[config.mk]
export PLATFORM = sky130hd
export DESIGN_NAME = dtcp_port
export DESIGN_NICKNAME = d
export VERILOG_FILES = /design/src/verilog/dtcp_pkg.sv /design/src/verilog/dtcp_port.sv
export VERILOG_INCLUDE_DIRS = /design/src /design/src/verilog
export SDC_FILE = /design/constraint.sdc
export NUM_CORES = 1
export LEC_CHECK = 0
export ABC_AREA = 1
export BUFFER_PORTS_ARGS = -buffer_cell sky130_fd_sc_hd__buf_2
export CAP_MARGIN = 40
export CORE_UTILIZATION = 57
export CTS_CLUSTER_SIZE = 25
export DETAILED_ROUTE_END_ITERATION = 12
export GPL_TIMING_DRIVEN = 1
export PLACE_DENSITY = 0.79
export SLEW_MARGIN = 30
export SYNTH_ARGS = -nofsm -noshare
export SYNTH_HDL_FRONTEND = slang
export SYNTH_SLANG_ARGS = --single-unit
export TNS_END_PERCENT = 10
[constraint.sdc]
create_clock -name core_clk -period 2 [get_ports core_clk]
set_clock_uncertainty 0.05 [all_clocks]
set_input_delay 0.2 -clock core_clk [delete_from_list [all_inputs] [get_ports core_clk]]
set_output_delay 0.2 -clock core_clk [all_outputs]
set_load 0.02 [all_outputs]
[src/verilog/dtcp_map.svh]
// Offsets-free constants: pin functions, timing figures and derived cycle counts
`ifndef DTCP_MAP_SVH
`define DTCP_MAP_SVH
`define DTCP_CLK_MHZ 100
`define DTCP_MIN_PULSE_NS 2000
`define DTCP_MIN_PULSE_CYC ((`DTCP_MIN_PULSE_NS * `DTCP_CLK_MHZ + 999) / 1000)
`define DTCP_LATENCY_NS 450000
`define DTCP_LATENCY_CYC ((`DTCP_LATENCY_NS * `DTCP_CLK_MHZ) / 1000)
`define DTCP_OUT_PULSE_NS 10000
`define DTCP_OUT_PULSE_CYC ((`DTCP_OUT_PULSE_NS * `DTCP_CLK_MHZ + 999) / 1000)
`define DTCP_FUNC_OTHER 3'h0
`define DTCP_FUNC_TRIG_IN 3'h1
`define DTCP_FUNC_TRIG_OUT 3'h2
`define DTCP_FUNC_COUPLE_ON 3'h3
`define DTCP_FUNC_COUPLE_OFF 3'h4
`define DTCP_COUPLE_PINS 3
`endif

[src/verilog/dtcp_pkg.sv]
// Types shared by the digital trigger and couple port
package dtcp_pkg;
  typedef enum logic [2:0] {
    DTCP_OTHER = 3'h0,
    DTCP_TRIG_IN = 3'h1,
    DTCP_TRIG_OUT = 3'h2,
    DTCP_COUPLE_ON = 3'h3,
    DTCP_COUPLE_OFF = 3'h4
  } dtcp_func_t;
  typedef struct packed {
    dtcp_func_t func;
    logic pol_neg;
  } dtcp_pin_cfg_t;
  typedef struct packed {
    logic on_req;
    logic off_req;
    logic all_on_req;
    logic all_off_req;
  } dtcp_out_req_t;
  typedef enum logic [1:0] {
    DTCP_P_IDLE = 2'b00,
    DTCP_P_HIGH = 2'b01
  } dtcp_pulse_st_t;
endpackage

[src/verilog/dtcp_port.sv]
// Digital control pins: trigger in, trigger out and output-couple lines
//
// Summary of operation
// Any pin may serve as trigger input
// Polarity picks rising or falling trigger edge
// Source holds trigger pulse at least 2 us
// Edge becomes trigger well under 450 us
// Triggers used only when pin source selected
// Any trigger input pin fires, ORed together
// Any pin may emit 10 us trigger pulse
// Output pulse direction follows pin polarity
// Pulse at list step begin and end
// Couple roles allowed on first three pins
// At most one couple-on, one couple-off pin
// Couple pins fixed to negative polarity
// Couple pins both drive and sense falls
// Couple request switches all coupled outputs
// All-outputs key switches coupled and uncoupled
// Linked units need coupling on and output
// Delay offsets equal the group's longest
// Synchronise and deglitch inputs before edges
// Couple pins drive low only, open drain
`timescale 1ns/10ps
`default_nettype none
`include "dtcp_map.svh"

module dtcp_port
  import dtcp_pkg::*;
#(
  parameter int NPINS = 4,
  parameter int FILT_CYC = `DTCP_MIN_PULSE_CYC,
  parameter int PULSE_CYC = `DTCP_OUT_PULSE_CYC
) (
  input wire logic core_clk,
  input wire logic srst,
  input wire dtcp_pin_cfg_t [NPINS-1:0] pin_cfg,
  input wire logic logger_pin_trigger_source,
  input wire logic list_pin_trigger_source,
  input wire logic trigger_event,
  input wire logic step_begin_trigger_flag,
  input wire logic step_end_trigger_flag,
  input wire logic list_step_begin,
  input wire logic list_step_end,
  input wire logic coupling_enable,
  input wire dtcp_out_req_t out_req,
  input wire logic [NPINS-1:0] pin_in,
  output logic [NPINS-1:0] pin_out,
  output logic [NPINS-1:0] pin_oe,
  output logic logger_trigger,
  output logic list_trigger,
  output logic couple_on_cmd,
  output logic couple_off_cmd,
  output logic all_on_cmd,
  output logic all_off_cmd,
  output logic [NPINS-1:0] cfg_reject
);
  localparam int FW = $clog2(FILT_CYC + 1);
  localparam int PW = $clog2(PULSE_CYC + 1);

  // ==========================================================
  // Pin configuration checks
  // ==========================================================
  logic [NPINS-1:0] is_tin, is_trigger_output_function, want_on, want_off, ok_on, ok_off, eff_neg;
  genvar g;
  generate
    for (g = 0; g < NPINS; g++) begin : g_cfg
      // Couple roles only on low pins, first pin of each role wins
      assign want_on[g] = (pin_cfg[g].func == DTCP_COUPLE_ON);
      assign want_off[g] = (pin_cfg[g].func == DTCP_COUPLE_OFF);
      if (g == 0) begin : g_first
        assign ok_on[g] = want_on[g];
        assign ok_off[g] = want_off[g];
      end else begin : g_rest
        assign ok_on[g] = want_on[g] && (g < `DTCP_COUPLE_PINS)
                          && !(|want_on[g-1:0]);
        assign ok_off[g] = want_off[g] && (g < `DTCP_COUPLE_PINS)
                           && !(|want_off[g-1:0]);
      end
      assign cfg_reject[g] = (want_on[g] && !ok_on[g]) || (want_off[g] && !ok_off[g]);
      assign is_tin[g] = (pin_cfg[g].func == DTCP_TRIG_IN);
      assign is_trigger_output_function[g] = (pin_cfg[g].func == DTCP_TRIG_OUT);
      // Couple pins ignore programmed polarity
      assign eff_neg[g] = (ok_on[g] || ok_off[g]) ? 1'b1 : pin_cfg[g].pol_neg;
    end
  endgenerate

  // ==========================================================
  // Input synchroniser and glitch filter
  // ==========================================================
  logic [NPINS-1:0] sync1_ff, sync2_ff, filt_ff, filt_d_ff;
  logic [NPINS-1:0][FW-1:0] fcnt_ff;
  // Two-flop synchroniser, reset to the idle high level so no false edge follows reset
  always_ff @(posedge core_clk) begin
    if (srst) begin
      sync1_ff <= '1;
      sync2_ff <= '1;
    end else begin
      sync1_ff <= pin_in;
      sync2_ff <= sync1_ff;
    end
  end

  generate
    for (g = 0; g < NPINS; g++) begin : g_filt
      // Level accepted only after it stays stable for the filter time
      always_ff @(posedge core_clk) begin
        if (srst) begin
          filt_ff[g] <= 1'b1;
          filt_d_ff[g] <= 1'b1;
          fcnt_ff[g] <= '0;
        end else begin
          filt_d_ff[g] <= filt_ff[g];
          if (sync2_ff[g] == filt_ff[g]) begin
            fcnt_ff[g] <= '0;
          end else if (fcnt_ff[g] == FW'(FILT_CYC - 1)) begin
            filt_ff[g] <= sync2_ff[g];
            fcnt_ff[g] <= '0;
          end else begin
            fcnt_ff[g] <= fcnt_ff[g] + FW'(1);
          end
        end
      end
    end
  endgenerate

  // ==========================================================
  // Edge detection and trigger combining
  // ==========================================================
  wire [NPINS-1:0] rise = filt_ff & ~filt_d_ff;
  wire [NPINS-1:0] fall = ~filt_ff & filt_d_ff;
  // Active edge per polarity
  wire [NPINS-1:0] act_edge = (eff_neg & fall) | (~eff_neg & rise);
  wire any_tin = |(act_edge & is_tin);
  wire on_sense = |(fall & ok_on);
  wire off_sense = |(fall & ok_off);

  // Triggers gated by source selection, registered
  always_ff @(posedge core_clk) begin
    if (srst) begin
      logger_trigger <= 1'b0;
      list_trigger <= 1'b0;
    end else begin
      logger_trigger <= any_tin && logger_pin_trigger_source;
      list_trigger <= any_tin && list_pin_trigger_source;
    end
  end

  // ==========================================================
  // Trigger output pulse
  // ==========================================================
  wire trigger_output_function_fire = trigger_event || (step_begin_trigger_flag && list_step_begin)
                   || (step_end_trigger_flag && list_step_end);
  dtcp_pulse_st_t pst_ff;
  logic [PW-1:0] pcnt_ff;
  always_ff @(posedge core_clk) begin
    if (srst) begin
      pst_ff <= DTCP_P_IDLE;
      pcnt_ff <= '0;
    end else begin
      case (pst_ff)
        DTCP_P_IDLE: begin
          if (trigger_output_function_fire) begin
            pst_ff <= DTCP_P_HIGH;
            pcnt_ff <= '0;
          end
        end
        DTCP_P_HIGH: begin
          if (pcnt_ff == PW'(PULSE_CYC - 1)) begin
            pst_ff <= DTCP_P_IDLE;
          end else begin
            pcnt_ff <= pcnt_ff + PW'(1);
          end
        end
        default: pst_ff <= DTCP_P_IDLE;
      endcase
    end
  end
  wire pulse_act = (pst_ff == DTCP_P_HIGH);

  // ==========================================================
  // Couple requests and open-drain drive
  // ==========================================================
  logic on_drive_ff, off_drive_ff;
  logic [PW-1:0] ccnt_on_ff, ccnt_off_ff;
  wire cpl = coupling_enable;
  always_ff @(posedge core_clk) begin
    if (srst) begin
      on_drive_ff <= 1'b0;
      off_drive_ff <= 1'b0;
      ccnt_on_ff <= '0;
      ccnt_off_ff <= '0;
    end else begin
      // Local request pulls the shared line low for one pulse time
      if (cpl && out_req.on_req && !on_drive_ff) begin
        on_drive_ff <= 1'b1;
        ccnt_on_ff <= '0;
      end else if (on_drive_ff) begin
        ccnt_on_ff <= ccnt_on_ff + PW'(1);
        if (ccnt_on_ff == PW'(PULSE_CYC - 1)) on_drive_ff <= 1'b0;
      end
      if (cpl && out_req.off_req && !off_drive_ff) begin
        off_drive_ff <= 1'b1;
        ccnt_off_ff <= '0;
      end else if (off_drive_ff) begin
        ccnt_off_ff <= ccnt_off_ff + PW'(1);
        if (ccnt_off_ff == PW'(PULSE_CYC - 1)) off_drive_ff <= 1'b0;
      end
    end
  end

  // Commands to the output sequencer, registered; request-driven ones last as long as the request, sensed falls give one cycle
  always_ff @(posedge core_clk) begin
    if (srst) begin
      couple_on_cmd <= 1'b0;
      couple_off_cmd <= 1'b0;
      all_on_cmd <= 1'b0;
      all_off_cmd <= 1'b0;
    end else begin
      couple_on_cmd <= cpl && (on_sense || (out_req.on_req && !(|ok_on)));
      couple_off_cmd <= cpl && (off_sense || (out_req.off_req && !(|ok_off)));
      all_on_cmd <= out_req.all_on_req;
      all_off_cmd <= out_req.all_off_req;
    end
  end

  // Pin drivers: couple lines pull low only, trigger out drives both levels
  generate
    for (g = 0; g < NPINS; g++) begin : g_drv
      wire cdrv = (ok_on[g] && on_drive_ff) || (ok_off[g] && off_drive_ff);
      assign pin_out[g] = is_trigger_output_function[g] ? (pulse_act ^ eff_neg[g]) : 1'b0;
      assign pin_oe[g] = is_trigger_output_function[g] || cdrv;
    end
  endgenerate
endmodule
`default_nettype wire

==> results of run 1 <==
-- layout make-up --
type	instances	share of cell area
inverters	82	0.0670
clock buffers	12	0.0338
repair buffers	60	0.0740
multi-input cells	380	0.413
well taps	80	0.0218
clock inverters	4	0.0117
flip-flops and latches	87	0.379
-- stage by stage --
stage	total power [mW]	utilization	hold slack, ps	worst slack, ps
2_1_floorplan	1.97	-	254	465
3_3_place_gp	2.06	0.641	333	444
3_5_place_dp	2.07	0.641	343	364
4_1_cts	3.33	0.680	17.3	343
5_1_grt	3.44	0.680	35.5	168
6_report	3.30	0.680	22.4	290
-- cell usage after synthesis --
master and instances:
nor2_1 79, o211ai_1 6, a21oi_1 44, o32ai_1 1, o21a_1 2, nor4_1 4
o31ai_1 1, inv_2 1, a31oi_1 4, nand2_2 4, and3_1 4, nor3_1 16
nand3_2 2, nand3b_1 2, nand4_1 10, buf_2 1, or2_0 2, o21ai_0 13
o22ai_1 3, dfxtp_1 87, xor2_1 5, a21boi_0 1, nand3_1 30, inv_1 81
clkbuf_1 3, ha_1 7, or2_2 10, nand2_1 106, nor2_4 1, xnor2_1 2
conb_1 1, buf_4 1, o221ai_1 2, nor2_2 3, nor3b_1 15
-- final timing paths --
| kind | endpoint | cells after the start | from |
|---|---|---|---|
| max | pin_out[2] | 9 | pin_cfg[2] |
| min | list_trigger | 3 | list_pin_trigger_source |
| max reg2reg | pcnt_ff[8] | 9 | pcnt_ff[0] |
| min reg2reg | sync2_ff[3] | 1 | sync1_ff[3] |
-- worst max-delay path, delay by kind of cell --
| kind | cells | cell delay (ps) |
|---|---|---|
| buffers and inverters | 4 | 460 |
| and+or+nand+nor | 4 | 580 |
| xor gates and xnor gates | 1 | 230 |
-- cell families after synthesis --
group,count (synthesis),share of synthesized area
simple gates,288,0.331
other cells,1,0.000944
flops,87,0.439
xor+xnor,7,0.0154
fa+ha+maj,7,0.0221
buf+inv,87,0.0835
compound gates,77,0.108
-- power groups by stage --
stage / clock (mW) / sequential (mW) / combinational [mW]
after floorplan: 0 / 1.82 / 0.153
after global placement: 0 / 1.81 / 0.252
after detailed placement: 0 / 1.81 / 0.261
after CTS: 1.28 / 1.77 / 0.273
after global routing: 1.36 / 1.78 / 0.302
final: 1.26 / 1.77 / 0.274
-- per-layer routing --
layer  part of all wire  up-vias  GRT usage
met2               0.50       77      0.428
met1               0.45     1679      0.285
met3              0.034       16     0.0379
met4              0.019        0      0.103
met5                  0        -          0
li1                   -     1925          -
-- sequential cells by signal, summed over array words and instances, names as in the netlist --
name,cells
off_drive_ff,1
on_drive_ff,1
sync2_ff,4
fcnt_ff,32
couple_on_cmd,1
list_trigger,1
filt_ff,4
pst_ff,1
all_on_cmd,1
logger_trigger,1
couple_off_cmd,1
all_off_cmd,1
sync1_ff,4
ccnt_off_ff,10
ccnt_on_ff,10
pcnt_ff,10
filt_d_ff,4
-- what timing repair did --
| item | in CTS | in global routing |
|---|---|---|
| hold buffers | 6 | 0 |
| endpoints found under the hold margin | 6 | 0 |
| setup endpoints to repair | 0 | 0 |
==> run summary, run 1 <==
proportion of layout cells with a drive suffix above 1: 0.144
total CTS buffers: 9
Sink Count: 87
sequential cell area: 1740 sq um
Via-to-Cell Ratio: 5.24
final setup fails: 0
synthesized area: 3970 sq um
RSZ-0062 raised after global routing: false
clk root buf: clkbuf_8
Final Cell Area: 4600 sq um
cells along the critical path: buf_2 -> inv_1 -> nand3_2 -> nand3_1 -> inv_1 -> nor2_1 -> xor2_1 -> nor2_1 -> buf_2
htree depth: 3
Die Area: 7310 sq um
Comb pwr share: 0.083
Cell Pwr Density: 718 nW/um^2
TNS Setup: 0 ps
outcome: complete, no violations
Initial Util: 0.588
Switching Share: 0.241
Syn. warnings: 0
Multi-input gate area: 1900 sq um
critical path arrival: 1460 ps
DR iter-0 viols: 151
net count after synthesis: 595
Critical Path Slowest Stage Cell: xor2_1
DP Cell Count: 683
Hold/Removal Path Class: primary input to flip-flop
Max-Cap Viols: 0
Worst Path Required: 1750 ps
Max Clk Rate: 0.585 GHz
Max IR drop VDD: 0.398 mV
first-pass GRT wire length: 14100 microns
post-synth cell types: 35
Worst Path Max Fanout: 7
fin crit period: 1710 ps
number of remaining DRC errors: 0
GRT Total Usage: 0.240
DRT antenna net count: 0
core footprint: 6760 sq um
Port-buffer cells: 50
drt pass-1 iters: 4
Hold Fails Final Rpt: 0
Layout area overhead: 15.8%
Seq cells post-synth: 87
DR vias: 3697
Nets: 661
Congestion Overflow GR: 0
Psw: 796 uW
final period utilization: 0.855
largest net degree at the start of global routing: 15
CTS Buffer Depth: 2
flop2flop setup slack: 370 ps
Final Slew Violations: 0
post-synthesis sequential area ratio: 0.439
critical path launch point type: primary input
commonest non-fill, non-tap cell in the layout: nand2_1
Top-Level Pins: 52
fillers: 598
Routed wire per std cell: 11.8 microns
initial antenna violation count: 0
# diodes: 0
syn avg cell area: 7.17 sq um
Cell Rows: 30
Final Non-Filler Cells: 705
post-CTS sizing: 0
Synth area leader: dfxtp_1
vias in the first global route: 3388
Synth Instances: 554
aggregate routed wire length: 8340 microns
Chip Width: 85.5 microns
DP Wirelength: 6260 microns
Leakage Power: 2.04 nW
Slew HR: 0.580
sequential power share: 0.537
Final Wtd Congestion: 0.858
CTS tree: yes
commonest cells after routing, fill and taps aside: nand2_1, dfxtp_1, inv_1
Int Power: 2.51 mW
CP endpoint kind: output port
Worst-path clk slew: 80 ps
die height: 85.5 microns
Crit Path Category: primary input to output port
share of the synthesized area in the top cell type: 0.439
clock power share: 0.380
worst slew pin tran: 628 ps
dpl cell area: 4330 sq um
worst skew pair latency: 350 ps
crit-path max cell delay: 230 ps
ranking of synthesized cells by area: dfxtp_1, nand2_1, inv_1, nor2_1, a21oi_1
setup repair bufs after CTS: 0
Note: power is estimated with default switching activity, not from simulation.
==> run 2, diff against run 1 <==
--- a/config.mk
+++ b/config.mk
@@ -6,7 +6,6 @@
 export SDC_FILE = /design/constraint.sdc
 export NUM_CORES = 1
 export LEC_CHECK = 0
-export ABC_AREA = 1
 export BUFFER_PORTS_ARGS = -buffer_cell sky130_fd_sc_hd__buf_2
 export CAP_MARGIN = 40
 export CORE_UTILIZATION = 57
==> run 2 against run 1 <==
Count of clock-buffer cells in the layout is 3 lower. Wire length is 3.5% lower. Worst setup slack worse by 150 ps. Synthesized cell count is 20% lower. First-iteration DRC count is 7.9% lower. Power is 1.7% lower. Cell count is 14% lower. Clock power hardly changed. Worst hold slack better by 56 ps. Utilization is 0.17 points lower. Via count is 12% lower. Flip-flop and latch count stayed put. Largest cell class unchanged.
==> run summary, run 2 <==
Worst Path Required: 1750 ps
total CTS buffers: 9
PnR Total Power: 3.25 mW
aggregate routed wire length: 8050 microns
CTS tree: yes
Leakage Power: 1.76 nW
Synth Instances: 445
synthesized area: 4010 sq um
Final Non-Filler Cells: 604
CP endpoint kind: output port
clock power share: 0.378
GRT Total Usage: 0.237
Worst-path clk slew: 90 ps
fillers: 545
critical path launch point type: flip-flop
sequential power share: 0.548
worst slew pin tran: 644 ps
Final Wtd Congestion: 0.954
largest net degree at the start of global routing: 18
most frequent cells after synthesis: dfxtp_1, nor2_1, xor2_1
core footprint: 6790 sq um
clk root buf: clkbuf_8
Congestion Overflow GR: 0
Initial Util: 0.590
post-synthesis sequential area ratio: 0.434
DR iter-0 viols: 139
Setup WS pre-CTS: 280 ps
share of the synthesized area in the top cell type: 0.434
ranking of synthesized cells by area: dfxtp_1, xor2_1, nor2_1, xnor2_1, or2_2
DR vias: 3250
Cell Rows: 30
Post-synth top flop: dfxtp_1
Max Clk Rate: 0.537 GHz
Hold Fails Final Rpt: 0
final setup fails: 0
setup repair bufs after CTS: 0
Final Cell Area: 4610 sq um
final period utilization: 0.930
largest reg by FF count: fcnt_ff
DRT antenna net count: 0
outcome: complete, no violations
Psw: 807 uW
Layout area overhead: 15.0%
net count after synthesis: 486
Seq cells post-synth: 87
number of remaining DRC errors: 0
htree depth: 3
# diodes: 0
dpl cell area: 4350 sq um
Cell Pwr Density: 704 nW/um^2
Crit Path Category: flip-flop to output port
cell with the most instances after synthesis: dfxtp_1
critical path arrival: 1610 ps
worst skew pair latency: 360 ps
Final Slew Violations: 0
commonest cells after routing, fill and taps aside: dfxtp_1, nor2_1, buf_2
Worst Path Max Fanout: 8
setup ws final: 139 ps
Nets: 544
first-pass GRT wire length: 13700 microns
Switching Share: 0.249
Max-Cap Viols: 0
Port-buffer cells: 50
Sink Count: 87
Chip Width: 85.9 microns
Synth area leader: dfxtp_1
syn avg cell area: 9.01 sq um
Max IR drop VDD: 0.496 mV
TNS Setup: 0 ps
Int Power: 2.44 mW
commonest non-fill, non-tap cell in the layout: dfxtp_1
die height: 85.9 microns
post-synth cell types: 59
initial antenna violation count: 0
final hold slack: 78.7 ps
proportion of layout cells with a drive suffix above 1: 0.211
max FFs per register: 32
Comb pwr share: 0.074
drt pass-1 iters: 4
RSZ-0062 raised after global routing: false
Die Area: 7370 sq um
vias in the first global route: 3075
async set-reset flop share out of synthesis: 0
fin crit period: 1860 ps
Via-to-Cell Ratio: 5.38
DP Wirelength: 5920 microns
number of synthesized flops with an enable pin: 0
Top-Level Pins: 52
Syn. warnings: 0
Hold/Removal Path Class: primary input to flip-flop
CTS Buffer Depth: 2
Final Util: 0.679
DP Cell Count: 582
Slew HR: 0.568
Routed wire per std cell: 13.3 microns
-- run 2: changes by cell type in the layout (fill, tap and decap cells not counted), sizes merged, moves of 12 or more --
cell	change
xnor2	+16
inv	-70
nor2	-25
nor3b	-12
a21oi	-25
xor2	+26
nand2	-86
nand3	-13
-- run 2: layout make-up --
class	count	area [sq um]	area share
multi-input combinational	334	2170	0.471
sequential	87	1740	0.378
clock inverter	7	72.6	0.0157
tap	96	120	0.0261
timing repair buffer	60	340	0.0738
inverter	11	41.3	0.00896
clock buffer	9	124	0.0269
-- run 2: metal layers --
layer  vias to the layer above  GRT usage  routed length [microns]
li1                       1670          -                        -
met5                         -          0                        0
met2                        57      0.391                     3830
met3                        12     0.0674                      355
met1                      1511      0.298                     3790
met4                         0     0.0773                       80
-- run 2: critical path: stages, from the launching register on --
cell and delay (ps):
dfxtp_1 500, xnor2_1 150, nor4b_2 360, buf_2 240
-- run 2: cell families (layout without fill, tap and decap cells) --
kind of cell / count (synthesis) / after routing / share of synthesized area
and+or+nand+nor: 218 / 218 / 0.310
DFF: 87 / 87 / 0.434
AOI/OAI and AO/OA: 55 / 55 / 0.0896
xor gates and xnor gates: 49 / 49 / 0.107
buffers and inverters: 24 / 87 / 0.0259
adders and majority gates: 7 / 7 / 0.0218
muxes: 4 / 4 / 0.0103
other: 1 / 1 / 0.000935
-- run 2: final timing paths --
path	start	endpoint	slack, ps	cells after the start
worst max register to register	pcnt_ff[1]	pcnt_ff[3]	270	5
worst min register to register	sync1_ff[2]	sync2_ff[2]	360	1
worst min-delay path	coupling_enable	couple_on_cmd	80	3
worst max-delay path	pst_ff[0]	pin_out[2]	140	3
-- run 2: power groups by stage --
| stage | clock network (mW) | registers [mW] | logic (mW) |
|---|---|---|---|
| 6_report | 1.23 | 1.78 | 0.241 |
| 5_1_grt | 1.34 | 1.78 | 0.264 |
| 4_1_cts | 1.25 | 1.78 | 0.240 |
| 3_5_place_dp | 0 | 1.82 | 0.229 |
| 3_3_place_gp | 0 | 1.82 | 0.223 |
| 2_1_floorplan | 0 | 1.81 | 0.146 |
-- run 2: repair_timing --
item,CTS,global route
gates resized for setup,1,0
hold buffers,6,0
hold endpoints to repair,6,0
endpoints found under the setup margin,1,0
==> run 3, diff against run 2 <==
--- a/config.mk
+++ b/config.mk
@@ -13,6 +13,7 @@
 export DETAILED_ROUTE_END_ITERATION = 12
 export GPL_TIMING_DRIVEN = 1
 export PLACE_DENSITY = 0.79
+export SETUP_SLACK_MARGIN = 0.5
 export SLEW_MARGIN = 30
 export SYNTH_ARGS = -nofsm -noshare
 export SYNTH_HDL_FRONTEND = slang
==> run 3 against run 2 <==
Die area unchanged. Sequential share of layout area decreased by 0.60 points. Largest cell class unchanged. Register-to-register slack improved by 140 ps. Non-clock buffer count increased by 3. Power increased by 0.77%. Via count increased by 1.9%. Largest power group unchanged. Worst hold slack got worse by 43 ps. Flip-flop and latch count unchanged. Highest routed layer unchanged. Utilization increased by 1.7 points.
==> run summary, run 3 (synthesized netlist as in run 2, its figures left out) <==
core footprint: 6790 sq um
CP endpoint kind: output port
Critical Path Slowest Stage Cell: dfxtp_4
final setup fails: 0
Initial Util: 0.590
RSZ-0062 raised after global routing: true
die height: 85.9 microns
Nets: 547
Top-Level Pins: 52
vias in the first global route: 2971
Crit Path Category: flip-flop to output port
Leakage Power: 1.80 nW
PnR Total Power: 3.27 mW
TNS Setup: 0 ps
Final Wtd Congestion: 0.817
Cell Rows: 30
Hold Fails Final Rpt: 0
Congestion Overflow GR: 0
number of remaining DRC errors: 0
first-pass GRT wire length: 12900 microns
final period utilization: 0.809
CTS tree: yes
Worst Path Required: 1750 ps
cells along the critical path: buf_8 -> xnor2_1 -> nor4b_2 -> buf_2
CP bufs+invs: 2
worst slew pin tran: 700 ps
total CTS buffers: 9
DR iter-0 viols: 130
Die Area: 7370 sq um
Sink Count: 87
worst hold stages: 2
commonest non-fill, non-tap cell in the layout: dfxtp_1
critical path arrival: 1370 ps
largest reg by FF count: fcnt_ff
proportion of layout cells with a drive suffix above 1: 0.241
Max IR drop VDD: 0.467 mV
Via-to-Cell Ratio: 5.46
Hold/Removal Path Class: primary input to flip-flop
Worst Reg-to-Reg Cells: 6
worst skew pair latency: 360 ps
Final Cell Area: 4730 sq um
Final Slew Violations: 0
CP top delay family: flip-flops
crit-path max cell delay: 350 ps
fin crit period: 1620 ps
WP depth: 4
critical path launch point type: flip-flop
Layout area overhead: 17.9%
Final Util: 0.696
Max Clk Rate: 0.618 GHz
DP Wirelength: 5820 microns
dpl cell area: 4370 sq um
aggregate routed wire length: 8010 microns
drt pass-1 iters: 4
DRT antenna net count: 0
Slew HR: 0.527
Worst-path clk slew: 80 ps
GRT Total Usage: 0.222
CTS Buffer Depth: 2
largest net degree at the start of global routing: 15
# diodes: 0
flop2flop setup slack: 410 ps
commonest cells after routing, fill and taps aside: dfxtp_1, nor2_1, buf_2
outcome: complete, no violations
Worst Path Max Fanout: 5
clk root buf: clkbuf_8
htree depth: 3
max FFs per register: 32
initial antenna violation count: 0
Cell Pwr Density: 692 nW/um^2
DR vias: 3313
Port-buffer cells: 50
Chip Width: 85.9 microns
Max-Cap Viols: 0
fillers: 540
Routed wire per std cell: 13.2 microns
[run 3: routing by layer]
layer	vias up	part of all wire	GRT usage
li1	1675	-	-
met1	1523	0.44	0.261
met2	96	0.48	0.382
met3	19	0.050	0.0654
met4	0	0.027	0.0818
met5	-	0	0
[run 3: per-stage QoR]
stage          setup WS, ps  std cells  hold WS [ps]
2_1_floorplan           498        445           254
3_3_place_gp            387        582           333
5_1_grt                 311        607          26.9
4_1_cts                 356        605          39.1
3_5_place_dp            379        582           338
6_report                382        607          36.1
[run 3: path summary, 6_finish.rpt]
kind | start | to
hold / removal | out_req[1] | all_on_cmd
setup / recovery | pst_ff[0] | pin_out[2]
setup reg to reg | pcnt_ff[1] | pcnt_ff[4]
hold reg to reg | sync1_ff[3] | sync2_ff[3]
[run 3: layout make-up]
cell class	count	area, sq um	share of cell area
clock buffer	12	145	0.0307
clock inverter	4	55.1	0.0116
inverter	11	41.3	0.00873
multi-input combinational	334	2230	0.471
sequential	87	1760	0.372
tap	96	120	0.0254
timing repair buffer	63	383	0.0810
[run 3: report_power, final]
part	internal (mW)	switching, mW
Combinational	0.118	0.146
Sequential	1.76	0.0226
Clock	0.617	0.613
Total	2.49	0.781
[run 3: worst reg2reg max path, cell delays in order (launching register included)]
cell	delay, ps
dfxtp_4	370
ha_4	170
nand4b_4	110
nor4_4	60
buf_6	140
or4_1	460
a21oi_1	160
[run 3: timing repair]
item / in CTS / in global routing
setup buffers: 2 / 2
hold buffers: 5 / 0
pin swaps: 1 / 4
endpoints found under the setup margin: 15 / 43
hold endpoints to repair: 5 / 0
gates resized for setup: 5 / 18
